### src/common/uart_intmask_defs.svh
/*
 * Offsets, bit positions, reset values and widths of the serial-port
 * interrupt mask block. Assumes byte addressing on a 32-bit register bus.
 */
`ifndef UART_INTMASK_DEFS_SVH
`define UART_INTMASK_DEFS_SVH

// ----------------------------------------------------------------
// Register offsets (byte addresses from the serial port base)
// ----------------------------------------------------------------
`define IEM_OFFSET    8'h38
`define RAW_OFFSET    8'h3c
`define MASKED_OFFSET 8'h40
`define CLEAR_OFFSET  8'h44

// ----------------------------------------------------------------
// Source bit positions, shared by mask, status and clear registers
// ----------------------------------------------------------------
`define CTS_CHANGE_BIT      1
`define RECEIVE_BIT         4
`define TRANSMIT_BIT        5
`define RECEIVE_TIMEOUT_BIT 6
`define FRAMING_ERROR_BIT   7
`define PARITY_ERROR_BIT    8
`define BREAK_ERROR_BIT     9
`define OVERRUN_ERROR_BIT   10
`define FLOW_STOP_CHAR_BIT  11
`define TX_FIFO_EMPTY_BIT   12

// ----------------------------------------------------------------
// Widths and reset values
// ----------------------------------------------------------------
`define SRC_WIDTH       13
`define SRC_BITS_MASK   13'h1ff2
`define IEM_RESET       13'h0000
`define RAW_RESET       13'h0000
`define READDATA_RESET  32'h0000_0000

`endif

### src/common/uart_intmask_pkg.sv
/*
 * Types of the serial-port interrupt mask block.
 * Assumes the constants header is on the include path.
 */
`include "uart_intmask_defs.svh"

package uart_intmask_pkg;

	// One vector bit per interrupt source position
	typedef logic [`SRC_WIDTH-1:0] src_vec_t;

	// Avalon-MM request as seen by the slave
	typedef struct packed {
		logic        read;
		logic        write;
		logic [7:0]  address;
		logic [31:0] writedata;
		logic [3:0]  byteenable;
	} bus_req_t;

	// Bus answer sequencer
	typedef enum logic {
		BUS_IDLE   = 1'b0,
		BUS_ANSWER = 1'b1
	} bus_state_t;

endpackage

### src/verilog/uart_interrupt_mask.sv
/*
 * Interrupt mask, raw status, masked status and clear registers of the
 * serial port, reached over an Avalon-MM slave with waitrequest.
 * Assumes the serial-port core pulses EVENT_IN for one cycle per event,
 * synchronous to CLK, and that the bus master holds a request until it
 * sees waitrequest low.
 */
`timescale 1ns/1ps
`include "uart_intmask_defs.svh"

module uart_interrupt_mask #(
	parameter int ADDR_W = 8
) (
	// Clock and reset
	input  wire logic              CLK,
	input  wire logic              RST_B,
	// Avalon-MM slave
	input  wire logic [ADDR_W-1:0] AVS_ADDRESS,
	input  wire logic              AVS_READ,
	input  wire logic              AVS_WRITE,
	input  wire logic [31:0]       AVS_WRITEDATA,
	input  wire logic [3:0]        AVS_BYTEENABLE,
	output logic      [31:0]       AVS_READDATA,
	output logic                   AVS_WAITREQUEST,
	// Event pulses from the serial-port core
	input  wire logic [12:0]       EVENT_IN,
	// Interrupt line to the processor
	output logic                   IRQ
);

	// ----------------------------------------------------------------
	// Bus request capture
	// ----------------------------------------------------------------
	uart_intmask_pkg::bus_req_t   bus;
	uart_intmask_pkg::bus_state_t state_reg;
	uart_intmask_pkg::bus_state_t state_next;
	uart_intmask_pkg::src_vec_t   mask_reg;
	uart_intmask_pkg::src_vec_t   mask_next;
	uart_intmask_pkg::src_vec_t   raw_reg;
	uart_intmask_pkg::src_vec_t   raw_next;
	uart_intmask_pkg::src_vec_t   masked;
	uart_intmask_pkg::src_vec_t   events;
	uart_intmask_pkg::src_vec_t   clear_vec;
	logic [31:0]                  rdata_reg;
	logic [31:0]                  rdata_next;
	logic [31:0]                  wmerge_mask;
	logic [31:0]                  wmerge_clear;
	logic                         take;
	logic                         take_wr;
	logic                         take_rd;

	// Bundle the Avalon signals; upper address bits are not decoded
	assign bus = '{
		read:       AVS_READ,
		write:      AVS_WRITE,
		address:    AVS_ADDRESS[7:0],
		writedata:  AVS_WRITEDATA,
		byteenable: AVS_BYTEENABLE
	};

	// ----------------------------------------------------------------
	// Byte-lane helper
	// ----------------------------------------------------------------
	// Keeps old bytes where the lane is not enabled
	function automatic logic [31:0] lane_merge(
		input logic [31:0] old_val,
		input logic [31:0] new_val,
		input logic [3:0]  be
	);
		logic [31:0] res;
		res = old_val;
		for (int i = 0; i < 4; i++) begin
			if (be[i]) begin
				res[i*8 +: 8] = new_val[i*8 +: 8];
			end
		end
		return res;
	endfunction

	// ----------------------------------------------------------------
	// Answer sequencer
	// ----------------------------------------------------------------
	// One wait cycle lets read data come from a flop, not a mux
	always_comb begin
		state_next = state_reg;
		unique case (state_reg)
			uart_intmask_pkg::BUS_IDLE: begin
				if (bus.read || bus.write) begin
					state_next = uart_intmask_pkg::BUS_ANSWER;
				end
			end
			uart_intmask_pkg::BUS_ANSWER: begin
				state_next = uart_intmask_pkg::BUS_IDLE;
			end
		endcase
	end

	always_ff @(posedge CLK) begin
		if (!RST_B) begin
			state_reg <= uart_intmask_pkg::BUS_IDLE;
		end else begin
			state_reg <= state_next;
		end
	end

	// Waitrequest drops only in the answer cycle
	assign AVS_WAITREQUEST = (bus.read || bus.write) &&
		(state_reg != uart_intmask_pkg::BUS_ANSWER);
	assign take    = state_reg == uart_intmask_pkg::BUS_ANSWER;
	assign take_wr = take && bus.write;
	assign take_rd = take && bus.read;

	// ----------------------------------------------------------------
	// Read data
	// ----------------------------------------------------------------
	// Loaded while waiting so it stands at the taking edge
	always_comb begin
		rdata_next = rdata_reg;
		if (state_reg == uart_intmask_pkg::BUS_IDLE && bus.read) begin
			unique case (bus.address)
				`IEM_OFFSET:    rdata_next = {19'h0, mask_reg};
				`RAW_OFFSET:    rdata_next = {19'h0, raw_reg};
				`MASKED_OFFSET: rdata_next = {19'h0, masked};
				default:        rdata_next = 32'h0000_0000;      // Unmapped and clear reg
			endcase
		end
	end

	always_ff @(posedge CLK) begin
		if (!RST_B) begin
			rdata_reg <= `READDATA_RESET;
		end else begin
			rdata_reg <= rdata_next;
		end
	end

	assign AVS_READDATA = rdata_reg;

	// ----------------------------------------------------------------
	// Enable mask
	// ----------------------------------------------------------------
	// Only source positions are stored; reserved bits stay zero
	assign wmerge_mask = lane_merge({19'h0, mask_reg}, bus.writedata, bus.byteenable);

	always_comb begin
		mask_next = mask_reg;
		if (take_wr && bus.address == `IEM_OFFSET) begin
			mask_next = wmerge_mask[`SRC_WIDTH-1:0] & `SRC_BITS_MASK;
		end
	end

	always_ff @(posedge CLK) begin
		if (!RST_B) begin
			mask_reg <= `IEM_RESET;
		end else begin
			mask_reg <= mask_next;
		end
	end

	// ----------------------------------------------------------------
	// Raw status
	// ----------------------------------------------------------------
	// Clear by writing ones to the clear register, or by reading raw status
	assign wmerge_clear = lane_merge(32'h0000_0000, bus.writedata, bus.byteenable);
	assign events       = EVENT_IN & `SRC_BITS_MASK;

	always_comb begin
		clear_vec = '0;
		if (take_wr && bus.address == `CLEAR_OFFSET) begin
			clear_vec = wmerge_clear[`SRC_WIDTH-1:0];
		end else if (take_rd && bus.address == `RAW_OFFSET) begin
			clear_vec = rdata_reg[`SRC_WIDTH-1:0];
		end
		// A new event in the clearing cycle wins over the clear
		raw_next = (raw_reg & ~clear_vec) | events;
	end

	always_ff @(posedge CLK) begin
		if (!RST_B) begin
			raw_reg <= `RAW_RESET;
		end else begin
			raw_reg <= raw_next;
		end
	end

	// ----------------------------------------------------------------
	// Masked status and interrupt line
	// ----------------------------------------------------------------
	// Both operands are flops, so the line is glitch-free enough for a level
	assign masked = raw_reg & mask_reg;
	assign IRQ    = |masked;

	logic take_iem;
	assign take_iem = take_wr && bus.address == `IEM_OFFSET;
endmodule // uart_interrupt_mask

### config.mk
export PLATFORM = sky130hd
export DESIGN_NAME = uart_interrupt_mask
export DESIGN_NICKNAME = d
export VERILOG_FILES = /design/src/common/uart_intmask_pkg.sv /design/src/verilog/uart_interrupt_mask.sv
export VERILOG_INCLUDE_DIRS = /design/src /design/src/common
export SDC_FILE = /design/constraint.sdc
export NUM_CORES = 1
export LEC_CHECK = 0
export BUFFER_PORTS_ARGS = -buffer_cell sky130_fd_sc_hd__buf_2
export CORE_ASPECT_RATIO = 0.6
export CORE_MARGIN = 2
export CORE_UTILIZATION = 45
export CTS_BUF_LIST = sky130_fd_sc_hd__clkbuf_8 sky130_fd_sc_hd__clkbuf_16
export DETAILED_ROUTE_END_ITERATION = 8
export GPL_ROUTABILITY_DRIVEN = 0
export GPL_TIMING_DRIVEN = 0
export PLACE_DENSITY = 0.8
export SLEW_MARGIN = 20
export SYNTH_ARGS = -nofsm -noshare
export SYNTH_HDL_FRONTEND = slang
export SYNTH_SLANG_ARGS = --single-unit
export TNS_END_PERCENT = 1
### constraint.sdc
create_clock -name CLK -period 3.43 [get_ports CLK]
set_input_delay 0 -clock CLK [delete_from_list [all_inputs] [get_ports CLK]]
set_output_delay 0 -clock CLK [all_outputs]
set_load 0.01 [all_outputs]
# == Yosys cells after proc, flatten, opt, wreduce, memory -nomap -nowiden ==
# Cells that the tools add are included.
# op_classes
reduce_logical,11
n_mux,7
eq_ne,4
n_bitwise,5
# ops
op,n
$pmux W13 S3,1
$and A13 B13 Y13,2
$mux W13,2
$eq A8 B6 Y1 const B,2
$eq A8 B7 Y1 const B,2
$not A13 Y13,1
$or A13 B13 Y13,1
$reduce_or A13 Y1,1
$mux W8,1
$logic_and A1 B1 Y1,7
$mux W5,1
$reduce_and A2 Y1,2
$pmux W1 S2,1
$logic_or A1 B1 Y1,1
$mux W1,1
$not A1 Y1,1
# totals
out_inout_bits,34
in_bits,61
word_cells,32
regBits,56

# == Logic depth before layout (Yosys ltp) ==
# Gate-level depths: netlist of the first run.
# logic_depth
depth_word,7
depth_mapped,5
mapped_depth_nobuf,3

# == Worst setup path after synthesis of the first run ==
# Ideal clock, no wire load.
# synth_timing
path_type,input to register
start,input port AVS_ADDRESS[3]
end,register raw_reg[10]
setup_ns,0.119
t_arrival_ns,1.316
n_path_buf,0
t_required_ns,3.311
setup_slack_ns,1.995
stages,3
cell_sequence,or4b_4 > or4_4 > o221a_2
# synth_via
elab_chain_cells,7
word_cells_on_any_way,9
classes_between,2 x eq/ne; 2 x mux; 3 x bitwise; 2 x reduce/logical
# synth_lines
item,line_no,text
from (decl),uart_interrupt_mask.sv:18,"input wire logic [ADDR_W-1:0] AVS_ADDRESS,"
$eq A8 B6 Y1,--,
$logic_and A1 B1 Y1 (no source line),--,
$mux W13,uart_interrupt_mask.sv:171,end else if (take_rd && bus.address == `RAW_OFFSET) begin
$mux W13 *,uart_interrupt_mask.sv:169,if (take_wr && bus.address == `CLEAR_OFFSET) begin
$not A13 Y13 *,uart_interrupt_mask.sv:175,raw_next = (raw_reg & ~clear_vec) | events;
$and A13 B13 Y13 *,uart_interrupt_mask.sv:175,
$or A13 B13 Y13 *,uart_interrupt_mask.sv:175,
to (signal assigned),uart_interrupt_mask.sv:180,raw_reg <= `RAW_RESET;
to (signal assigned),uart_interrupt_mask.sv:182,raw_reg <= raw_next;
to (decl),uart_interrupt_mask.sv:39,uart_intmask_pkg::src_vec_t raw_reg;
# Every way passes the cells marked *; elsewhere a longest branch is shown, timed or not.
# A chain may end at the register's enable or synchronous reset.

# == Worst setup path in the final report of the first run ==
# layout_timing
start,register state_reg
end,register raw_reg[2]
# layout_via
elab_chain_cells,7
word_cells_on_any_way,9
classes_between,2 x mux; 3 x bitwise; 4 x reduce/logical
# layout_lines
item,line_no,text
from (decl),uart_interrupt_mask.sv:35,uart_intmask_pkg::bus_state_t state_reg;
from (signal assigned),uart_interrupt_mask.sv:100,state_reg <= uart_intmask_pkg::BUS_IDLE;
from (signal assigned),uart_interrupt_mask.sv:102,state_reg <= state_next;
$logic_and A1 B1 Y1,uart_interrupt_mask.sv:111,assign take_rd = take && bus.read;
$logic_and A1 B1 Y1 (no source line),--,
$mux W13,uart_interrupt_mask.sv:171,
$mux W13 *,uart_interrupt_mask.sv:169,
$not A13 Y13 *,uart_interrupt_mask.sv:175,
$and A13 B13 Y13 *,uart_interrupt_mask.sv:175,
$or A13 B13 Y13 *,uart_interrupt_mask.sv:175,
# Marks and branches as above.

==> metrics.txt, run 1 <==
outcome=completed; Initial Util=47.4%; final WL=approximately 7000 µm; P_leak=~0.0012 µW; Die X=~94 µm; diodes inserted=0; Top FF cell, synth=dfxtp_1; Std-Cell Core Area=about 4600 µm²; worst path cell trace=buf_4 -> nand3_1 -> buf_4 -> nor3_1 -> a221oi_1 -> dlygate4sd3_1; Resized cells post-CTS=0; WP data required=roughly 3.6 ns; initial antenna violation count=0; Vias/cell=about 5.6; Seq cells post-synth=37; area of the multi-input gates=between 1000 and 1500 µm²; die area=approximately 5500 µm²; later-pin clock latency in the skew report=approximately 0.3 ns; slew margin rel.=around 23%; sw frac=27.9%; filler cell count=a little over 400; vias=around 2,300; Synth Instances=about 250; Layout area overhead=34.1%; Final Max Tran Viols=0; CP max stage delay=around 0.61 ns; CP endpoint kind=flip-flop; Final setup viols=0; Die Y=58.2 µm; Setup Buffers After CTS=0; Buffers on Ports=50; VDD IR max=around 230 µV; maximum clock rate=449 MHz; Unique masters post-synth=39; Seq pwr share=a little under half; Post-synth ARST share=0%; critical path launch point type=flip-flop; largest net degree at the start of global routing=11; internal power=just under 700 µW; Final Hold Vio Count=0; # rows=19; Seq/Total Area, Yosys=approximately a third; Avg Synthesized Cell Area=around 8.9 µm²; register area=741 µm²; Root Driver=clkbuf_8; cell taking the most area after synthesis=dfxtp_1; grt ovf=0; Tcrit/Tclk final=about 65%; hold depth=2; CTS tree=yes; post-layout minimum cycle time=about 2.2 ns; clock slew at reported path FFs=around 0.070 ns; Synth warnings=0; Setup TNS Final=0 ns; Worst Tran Pin Value=~1.1 ns; Power Density=around 320 nW/µm²; clock sink count=37; CP Max Fanout=10; NumNets Final=just over 400; Num CTS Buffers=5; Fin Clk Skew=just over 0.008 ns; Critical Path Most Common Cell=buf_4; top cell type's share of synthesized area=33.7%; Final Util=roughly 64%; worst r2r path cells=6; clk buf depth=2; slowest CP cell=dlygate4sd3_1; vias in the first global route=2,116; I/O Pins=95; First-pass DRT Iterations=5; critical path class=flip-flop to flip-flop; first-pass GRT wire length=roughly 11,000 µm; clock share of power=between 30% and 40%; H-tree levels=2; DRT iter0 DRCs=between 300 and 400; sw power=~270 µW; CP arrival=~2.4 ns; dpl hpwl=slightly below 5000 µm; drt wl/cell=~17 µm; Comb pwr share=18.8%; layout cell share with drive strength beyond 1=just under 30%; main area contributors after synthesis=dfxtp_1 34%, buf_4 7.2%, nand2_1 5.6%; Max Cap Viol=0; DRC Markers=0; HP Class=primary input to flip-flop; antenna-violating nets left=0; Mapped Area=around 2200 µm²; RSZ-0062 raised after global routing=false; GRT Total Usage=between 20% and 30%; EDFF count, synth=0; CTS Hold Buffers Added=26
[power by group through the flow]
stage | sequential [µW] | combinational, µW | clock, µW
floorplan | 466 | 98.3 | 0
global placement | 468 | 150 | 0
detailed placement | 468 | 154 | 0
CTS | 458 | 174 | 314
global route | 460 | 194 | 341
finish | 459 | 180 | 317
[cell type report]
class	instances	area share [%]
Buffer	36	8.32
Clock buffer	6	2.80
Clock inverter	1	0.127
Inverter	17	2.16
Multi-Input combinational cell	176	41.5
Sequential cell	37	25.1
Tap cell	63	2.67
Timing Repair Buffer	76	17.3
[layer usage]
| layer | share of wire [%] | vias up | track usage (%) |
|---|---|---|---|
| met5 | 0 | - | 0 |
| met4 | 3.0 | 0 | 10.1 |
| met3 | 12 | 30 | 6.37 |
| met2 | 43 | 165 | 38.6 |
| met1 | 42 | 1044 | 35.9 |
| li1 | - | 1086 | - |
[per-stage QoR]
| step | power, µW | hold WS, ns | std cells | setup WS, ns | instance area, µm² |
|---|---|---|---|---|---|
| detailed placement | 622 | 0.193 | 379 | 1.66 | 2600 |
| CTS | 947 | 0.00568 | 412 | 1.27 | 2940 |
| global placement | 618 | 0.191 | 379 | 1.76 | 2600 |
| finish | 955 | 0.00549 | 412 | 1.20 | 2950 |
| floorplan | 565 | 0.104 | 266 | 2.00 | 2270 |
| global route | 996 | 0.0149 | 412 | 1.14 | 2950 |
[cell usage in the layout, fill, tap and decap left out, types with 5 or more instances in the layout]
cell | synthesis | final
clkbuf_1 | 8 | 8
and3b_1 | 6 | 6
dlygate4sd3_1 | 0 | 26
a221oi_1 | 11 | 11
nor2b_1 | 6 | 6
nand2b_1 | 6 | 6
nand4_1 | 11 | 11
nand2_1 | 33 | 33
buf_2 | 1 | 51
buf_4 | 21 | 21
o41a_1 | 5 | 5
dfxtp_1 | 37 | 37
inv_1 | 17 | 18
o21ai_0 | 7 | 7
a32oi_1 | 6 | 6
mux2_2 | 7 | 7
a31oi_1 | 7 | 7
conb_1 | 1 | 19
nand3_1 | 8 | 8
mux2i_1 | 10 | 10
clkbuf_8 | 0 | 6
o41ai_1 | 5 | 5
[worst paths after layout]
path	from	endpoint	slack, ns
max	state_reg	raw_reg[2]	1.20
max reg2reg	state_reg	raw_reg[2]	1.20
min reg2reg	AVS_READDATA[2]	AVS_READDATA[2]	0.48
min	EVENT_IN[12]	raw_reg[12]	0.005
[Yosys cell counts, types with 2 or more instances]
master    number
a21oi_1        3
a221oi_1      11
a22oi_1        4
a31oi_1        7
a32oi_1        6
and3b_1        6
buf_4         21
buf_6          3
clkbuf_1       8
clkbuf_4       2
dfxtp_1       37
inv_1         17
mux2_2         7
mux2i_1       10
nand2_1       33
nand2b_1       6
nand3_1        8
nand4_1       11
nor2_1         2
nor2b_1        6
nor3_1         3
nor4_4         3
o21ai_0        7
o221a_1        3
o221a_2        2
o41a_1         5
o41ai_1        5
[critical path: cells and delay by family, from the launching register on]
kind,cells,cell delay [ns]
buffers and inverters,3,0.99
and+or+nand+nor,2,0.61
DFF,1,0.31
AOI/OAI and AO/OA,1,0.20
[cell families (layout without fill, tap and decap cells)]
family	count (synthesis)	after routing	synth area share, %
other cells	1	19	0.170
simple gates	86	86	24.0
mux	17	17	8.13
compound gates	54	54	20.0
buf+inv	53	136	14.0
flops	37	37	33.7
(Power assumes the default switching activity.)
==> run 2: changes to the inputs <==
ABC_AREA = 1   (was default)
PLACE_DENSITY = 0.81   (was 0.8)
clock period = 2.29 ns   (was 3.43 ns; I/O delays follow)
==> run 2 against run 1 <==
The run now ends with negative hold slack left. Final cell count rose by 19%. Routed wire length shrank 6.2%. Clock skew down 0.00086 ns. Fmax rose by 47%. Clock power increased by 43%. Sequential cell count is the same. Design area decreased by 4.2%. Via count rose by 5.9%.
==> metrics.txt, run 2 <==
NumNets Final=approximately 490; CP max stage delay=0.46 ns; cell taking the most area after synthesis=dfxtp_1; Setup WS pre-CTS=0.862 ns; most frequent cells in the layout=80 x nand2_1, 59 x nand3_1, 56 x buf_2; Synth Instances=331; drt wl/cell=13.2 µm; slowest CP cell=nor2_2; placed cells=about 460; vias=approximately 2,500; Unique masters post-synth=22; slew margin rel.=61.0%; I/O Pins=95; commonest non-fill, non-tap cell in the layout=nand2_1; H-tree levels=2; Die Y=roughly 58 µm; Worst Tran Pin Value=just under 0.6 ns; EDFF count, synth=0; Avg Synthesized Cell Area=between 6 and 7 µm²; failing checks=negative hold slack; DP Area=roughly 2500 µm²; worst path cell trace=nand2_1 -> nor2_2 -> nand4_1 -> nand3_1 -> a21oi_1; CP Max Fanout=10; Comb pwr share=16.1%; outcome=finished with violations; WP data required=between 2 and 2.5 ns; first-pass GRT wire length=slightly above 10,000 µm; maximum clock rate=between 600 and 700 MHz; clock sink count=37; critical path class=flip-flop to flip-flop; Final Non-Filler Cells=490; Die X=~93 µm; Initial Util=between 40% and 50%; Synth warnings=0; initial antenna violation count=0; # rows=19; Final setup viols=0; Buffers on Ports=50; antenna-violating nets left=0; HP Class=primary input to flip-flop; Num CTS Buffers=5; CTS tree=yes; Seq cells post-synth=37; post-layout minimum cycle time=approximately 1.5 ns; filler cell count=approximately 430; Hold Slack=-0.00886 ns; later-pin clock latency in the skew report=approximately 0.30 ns; clock slew at reported path FFs=0.07 ns; Seq pwr share=roughly 50%; Post-synth ARST share=0%; Final Max Tran Viols=0; flop2flop setup slack=between 0.7 and 0.8 ns; DRC Markers=0; CP arrival=approximately 1.7 ns; P_leak=~0.0014 µW; largest net degree at the start of global routing=12; dpl hpwl=4460 µm; Tcrit/Tclk final=about two thirds; RSZ-0062 raised after global routing=false; Vias/cell=just over 5; sw power=between 300 and 400 µW; Root Driver=clkbuf_8; Seq/Total Area, Yosys=roughly a third; GRT Total Usage=between 20% and 30%; internal power=around 960 µW; grt ovf=0; Power Density=476 nW/µm²; clock share of power=around 34%; Final Hold Vio Count=1; VDD IR max=roughly 310 µV; Max Cap Viol=0; final WL=roughly 6400 µm; critical path launch point type=flip-flop; Fin Clk Skew=between 0.007 and 0.008 ns; sw frac=28.5%; First-pass DRT Iterations=5; cell area after layout=2830 µm²; Top FF cell, synth=dfxtp_1; vias in the first global route=~2,200; top-count cell post-synth=nand2_1; Setup TNS Final=0 ns; CP endpoint kind=flip-flop; main area contributors after synthesis=dfxtp_1 34%, nand2_1 14%, nand3_1 14%; Synth top cells by count=80 x nand2_1, 59 x nand3_1, 43 x inv_1; die area=~5400 µm²; Mapped Area=roughly 2100 µm²; DRT iter0 DRCs=232; top cell type's share of synthesized area=34.5%; layout cell share with drive strength beyond 1=approximately 22%; Layout area overhead=31.6%; setup slack after layout=~0.77 ns; clk buf depth=2; Std-Cell Core Area=4590 µm²; diodes inserted=0
run 2: cell types whose count changed in the layout (fill, tap and decap cells not counted), sizes merged, moves of 7 or more:
cell | previous run | this run
a21oi | 3 | 36
mux2 | 7 | 0
a221oi | 11 | 0
inv | 18 | 46
a31oi | 7 | 0
nand2 | 33 | 81
mux2i | 10 | 0
nor2 | 2 | 14
nand3 | 8 | 60
run 2: power by group through the flow:
stage | combinational [µW] | clock (µW) | sequential, µW
6_report | 217 | 453 | 676
5_1_grt | 237 | 486 | 678
4_1_cts | 212 | 445 | 675
3_5_place_dp | 186 | 0 | 690
3_3_place_gp | 180 | 0 | 689
2_1_floorplan | 115 | 0 | 688
run 2: stage by stage:
stage	total power (µW)	util, %
floorplan	803	-
global placement	870	55.4
detailed placement	875	55.4
CTS	1330	61.6
global route	1400	61.6
finish	1350	61.6
run 2: logic make-up (layout without fill, tap and decap cells):
| logic type | count (synthesis) | after routing | synth area share, % |
|---|---|---|---|
| AND/OR/NAND/NOR | 173 | 173 | 37.7 |
| buffers and inverters | 78 | 156 | 17.5 |
| AO/OA/AOI/OAI | 42 | 42 | 10.1 |
| flip-flops | 37 | 37 | 34.5 |
| other | 1 | 19 | 0.175 |
run 2: routing by layer:
metal	wire length [µm]	up-vias	GRT usage [%]
li1	-	1224	-
met2	2820	134	38.4
met1	2850	1092	35.1
met5	0	-	0
met4	103	0	6.93
met3	677	13	6.74
run 2: path summary, 6_finish.rpt:
check / from / depth (start not counted) / end
hold reg to reg: AVS_READDATA[0] / 1 / raw_reg[0]
setup reg to reg: state_reg / 5 / raw_reg[10]
hold / removal: AVS_WRITE / 3 / state_reg
setup / recovery: state_reg / 5 / raw_reg[10]
run 2: what timing repair did:
item,in CTS,in global routing
resized for setup,0,0
hold buffers,20,0
setup buffers,0,0
hold endpoints to repair,20,0
run 2: worst max-delay path, delay by kind of cell, from the launching register on:
family	cells	cell delay (ns)
DFF	1	0.40
and+or+nand+nor	4	0.93
AOI/OAI and AO/OA	1	0.06
run 2: cell type report:
type,instances,area (µm²),share of cell area [%]
multi-input cells,234,1100,38.9
flip-flops and latches,37,741,26.2
repair buffers,70,450,15.9
plain buffers,31,199,7.04
inverters,47,176,6.24
well taps,63,78.8,2.79
clock buffers,5,68.8,2.43
clock inverters,3,13.8,0.487
==> run 3: changes to the inputs <==
ABC_AREA = 0   (was 1)
PLACE_DENSITY = 0.8   (was 0.81)
clock period = 1.6 ns   (was 2.29 ns; I/O delays follow)
==> run 3 against run 2 <==
Sequential share of layout area decreased by 0.89 points. The flow now finishes without violations. Clock skew decreased by 0.0024 ns. Highest routed layer unchanged. Non-clock buffer count grew 8. Clock-buffer cell count is 1 higher. Worst hold slack gained 0.012 ns. Global-route usage increased by 0.68 points. Fmax is 0.43% lower. Via count decreased by 6.5%. Combinational power rose by 77%. Register-to-register slack worse by 0.70 ns. Clock power grew 48%.
==> metrics.txt, run 3 (synthesis results as in run 1) <==
die area=around 5500 µm²; Die X=about 94 µm; HP Class=primary input to flip-flop; Critical Path Most Common Cell=buf_4; Setup Buffers After CTS=0; vias in the first global route=roughly 2,100; CP delay by family, top=compound AO/OA/AOI/OAI gates; maximum clock rate=approximately 660 MHz; post-layout minimum cycle time=roughly 1.5 ns; Final setup viols=0; WP data required=~1.8 ns; DR top layer=met4; Tcrit/Tclk final=95.3%; Vias/cell=between 5 and 6; DRT iter0 DRCs=316; Worst Tran Pin Value=between 1 and 1.5 ns; CP arrival=1.71 ns; H-tree levels=2; Buffers on Ports=50; layout cell share with drive strength beyond 1=between 20% and 30%; Fin Clk Skew=approximately 0.0050 ns; commonest non-fill, non-tap cell in the layout=buf_2; largest net degree at the start of global routing=11; # rows=19; clock slew at reported path FFs=~0.070 ns; Hold Slack=0.00344 ns; DRC Markers=0; first-pass GRT wire length=around 11,000 µm; outcome=completed; setup slack after layout=approximately 0.075 ns; clock sink count=37; grt ovf=0; NumNets Final=a little over 400; clk buf depth=2; VDD IR max=between 400 and 500 µV; Num CTS Buffers=5; vias=approximately 2,300; CTS tree=yes; Setup WS pre-CTS=-0.169 ns; Root Driver=clkbuf_8; drt wl/cell=16.5 µm; later-pin clock latency in the skew report=between 0.2 and 0.3 ns; P_leak=0.00123 µW; antenna-violating nets left=0; slowest CP cell=o41a_1; DP Area=2600 µm²; RSZ-0062 raised after global routing=false; met3 WL post-DR=632 µm; CP endpoint kind=flip-flop; diodes inserted=0; Die Y=58.2 µm; filler cell count=around 420; Std-Cell Core Area=between 4000 and 5000 µm²; Layout area overhead=33.0%; initial antenna violation count=0; cell area after layout=approximately 3000 µm²; Power Density=~700 nW/µm²; Setup TNS Final=0 ns; CP max stage delay=between 0.3 and 0.4 ns; GRT Total Usage=approximately 26%; critical path launch point type=flip-flop; First-pass DRT Iterations=5; slew margin rel.=22.5%; Final Max Tran Viols=0; Final Util=63.1%; I/O Pins=95; dpl hpwl=slightly below 5000 µm; most frequent cells in the layout=51 x buf_2, 37 x dfxtp_1, 33 x nand2_1; Initial Util=about 47%; Final Hold Vio Count=0; CP Max Fanout=10; final WL=about 6800 µm; Max Cap Viol=0; wire length on met1=3030 µm; critical path class=flip-flop to flip-flop; worst path cell trace=buf_4 -> nand3_1 -> buf_4 -> o41a_1 -> o221a_2; Crit path buffers/inverters=2; routed wire length on met2=2970 µm
## run 3: cell count changes in the layout (fill, tap and decap cells not counted), sizes merged, moves of 7 or more
| cell | change |
|---|---|
| inv | -28 |
| mux2 | +7 |
| mux2i | +10 |
| a21oi | -33 |
| a221oi | +11 |
| a31oi | +7 |
| nand2 | -48 |
| nand3 | -52 |
| nor2 | -12 |
## run 3: routing by layer
metal / global-route usage [%] / vias to the layer above
li1: - / 1083
met1: 36.2 / 1056
met2: 38.5 / 146
met3: 5.98 / 18
met4: 9.94 / 0
met5: 0 / -
## run 3: area by class of cell
| cell class | instances | area [µm²] | area share [%] |
|---|---|---|---|
| multi-input cells | 176 | 1230 | 42.0 |
| flip-flops and latches | 37 | 741 | 25.3 |
| clock buffers | 6 | 82.6 | 2.82 |
| inverters | 17 | 63.8 | 2.18 |
| well taps | 63 | 78.8 | 2.69 |
| clock inverters | 1 | 3.75 | 0.128 |
| plain buffers | 36 | 246 | 8.43 |
| repair buffers | 73 | 480 | 16.4 |
## run 3: worst paths after layout
path	start	end	slack, ns	cells after the start
min	EVENT_IN[12]	raw_reg[12]	0.003	2
max reg2reg	state_reg	raw_reg[10]	0.07	5
min reg2reg	raw_reg[2]	raw_reg[2]	0.45	2
max	state_reg	raw_reg[10]	0.07	5
## run 3: report_power, final
part           switching (µW)  total (µW)  internal [µW]  leakage [µW]
logic                     198         385            188      0.000876
clock network             337         672            336     0.0000485
registers                31.4         984            953      0.000303
## run 3: per-stage QoR
stage          power [µW]  instances
6_report             2040        409
4_1_cts              2030        409
3_5_place_dp         1330        379
2_1_floorplan        1210        266
3_3_place_gp         1320        379
5_1_grt              2130        409
## run 3: what timing repair did
| action | CTS | global route |
|---|---|---|
| endpoints found under the hold margin | 24 | 0 |
| hold buffers | 23 | 0 |
| pin swaps | 0 | 0 |
| gates resized for setup | 1 | 2 |
| endpoints found under the setup margin | 1 | 3 |
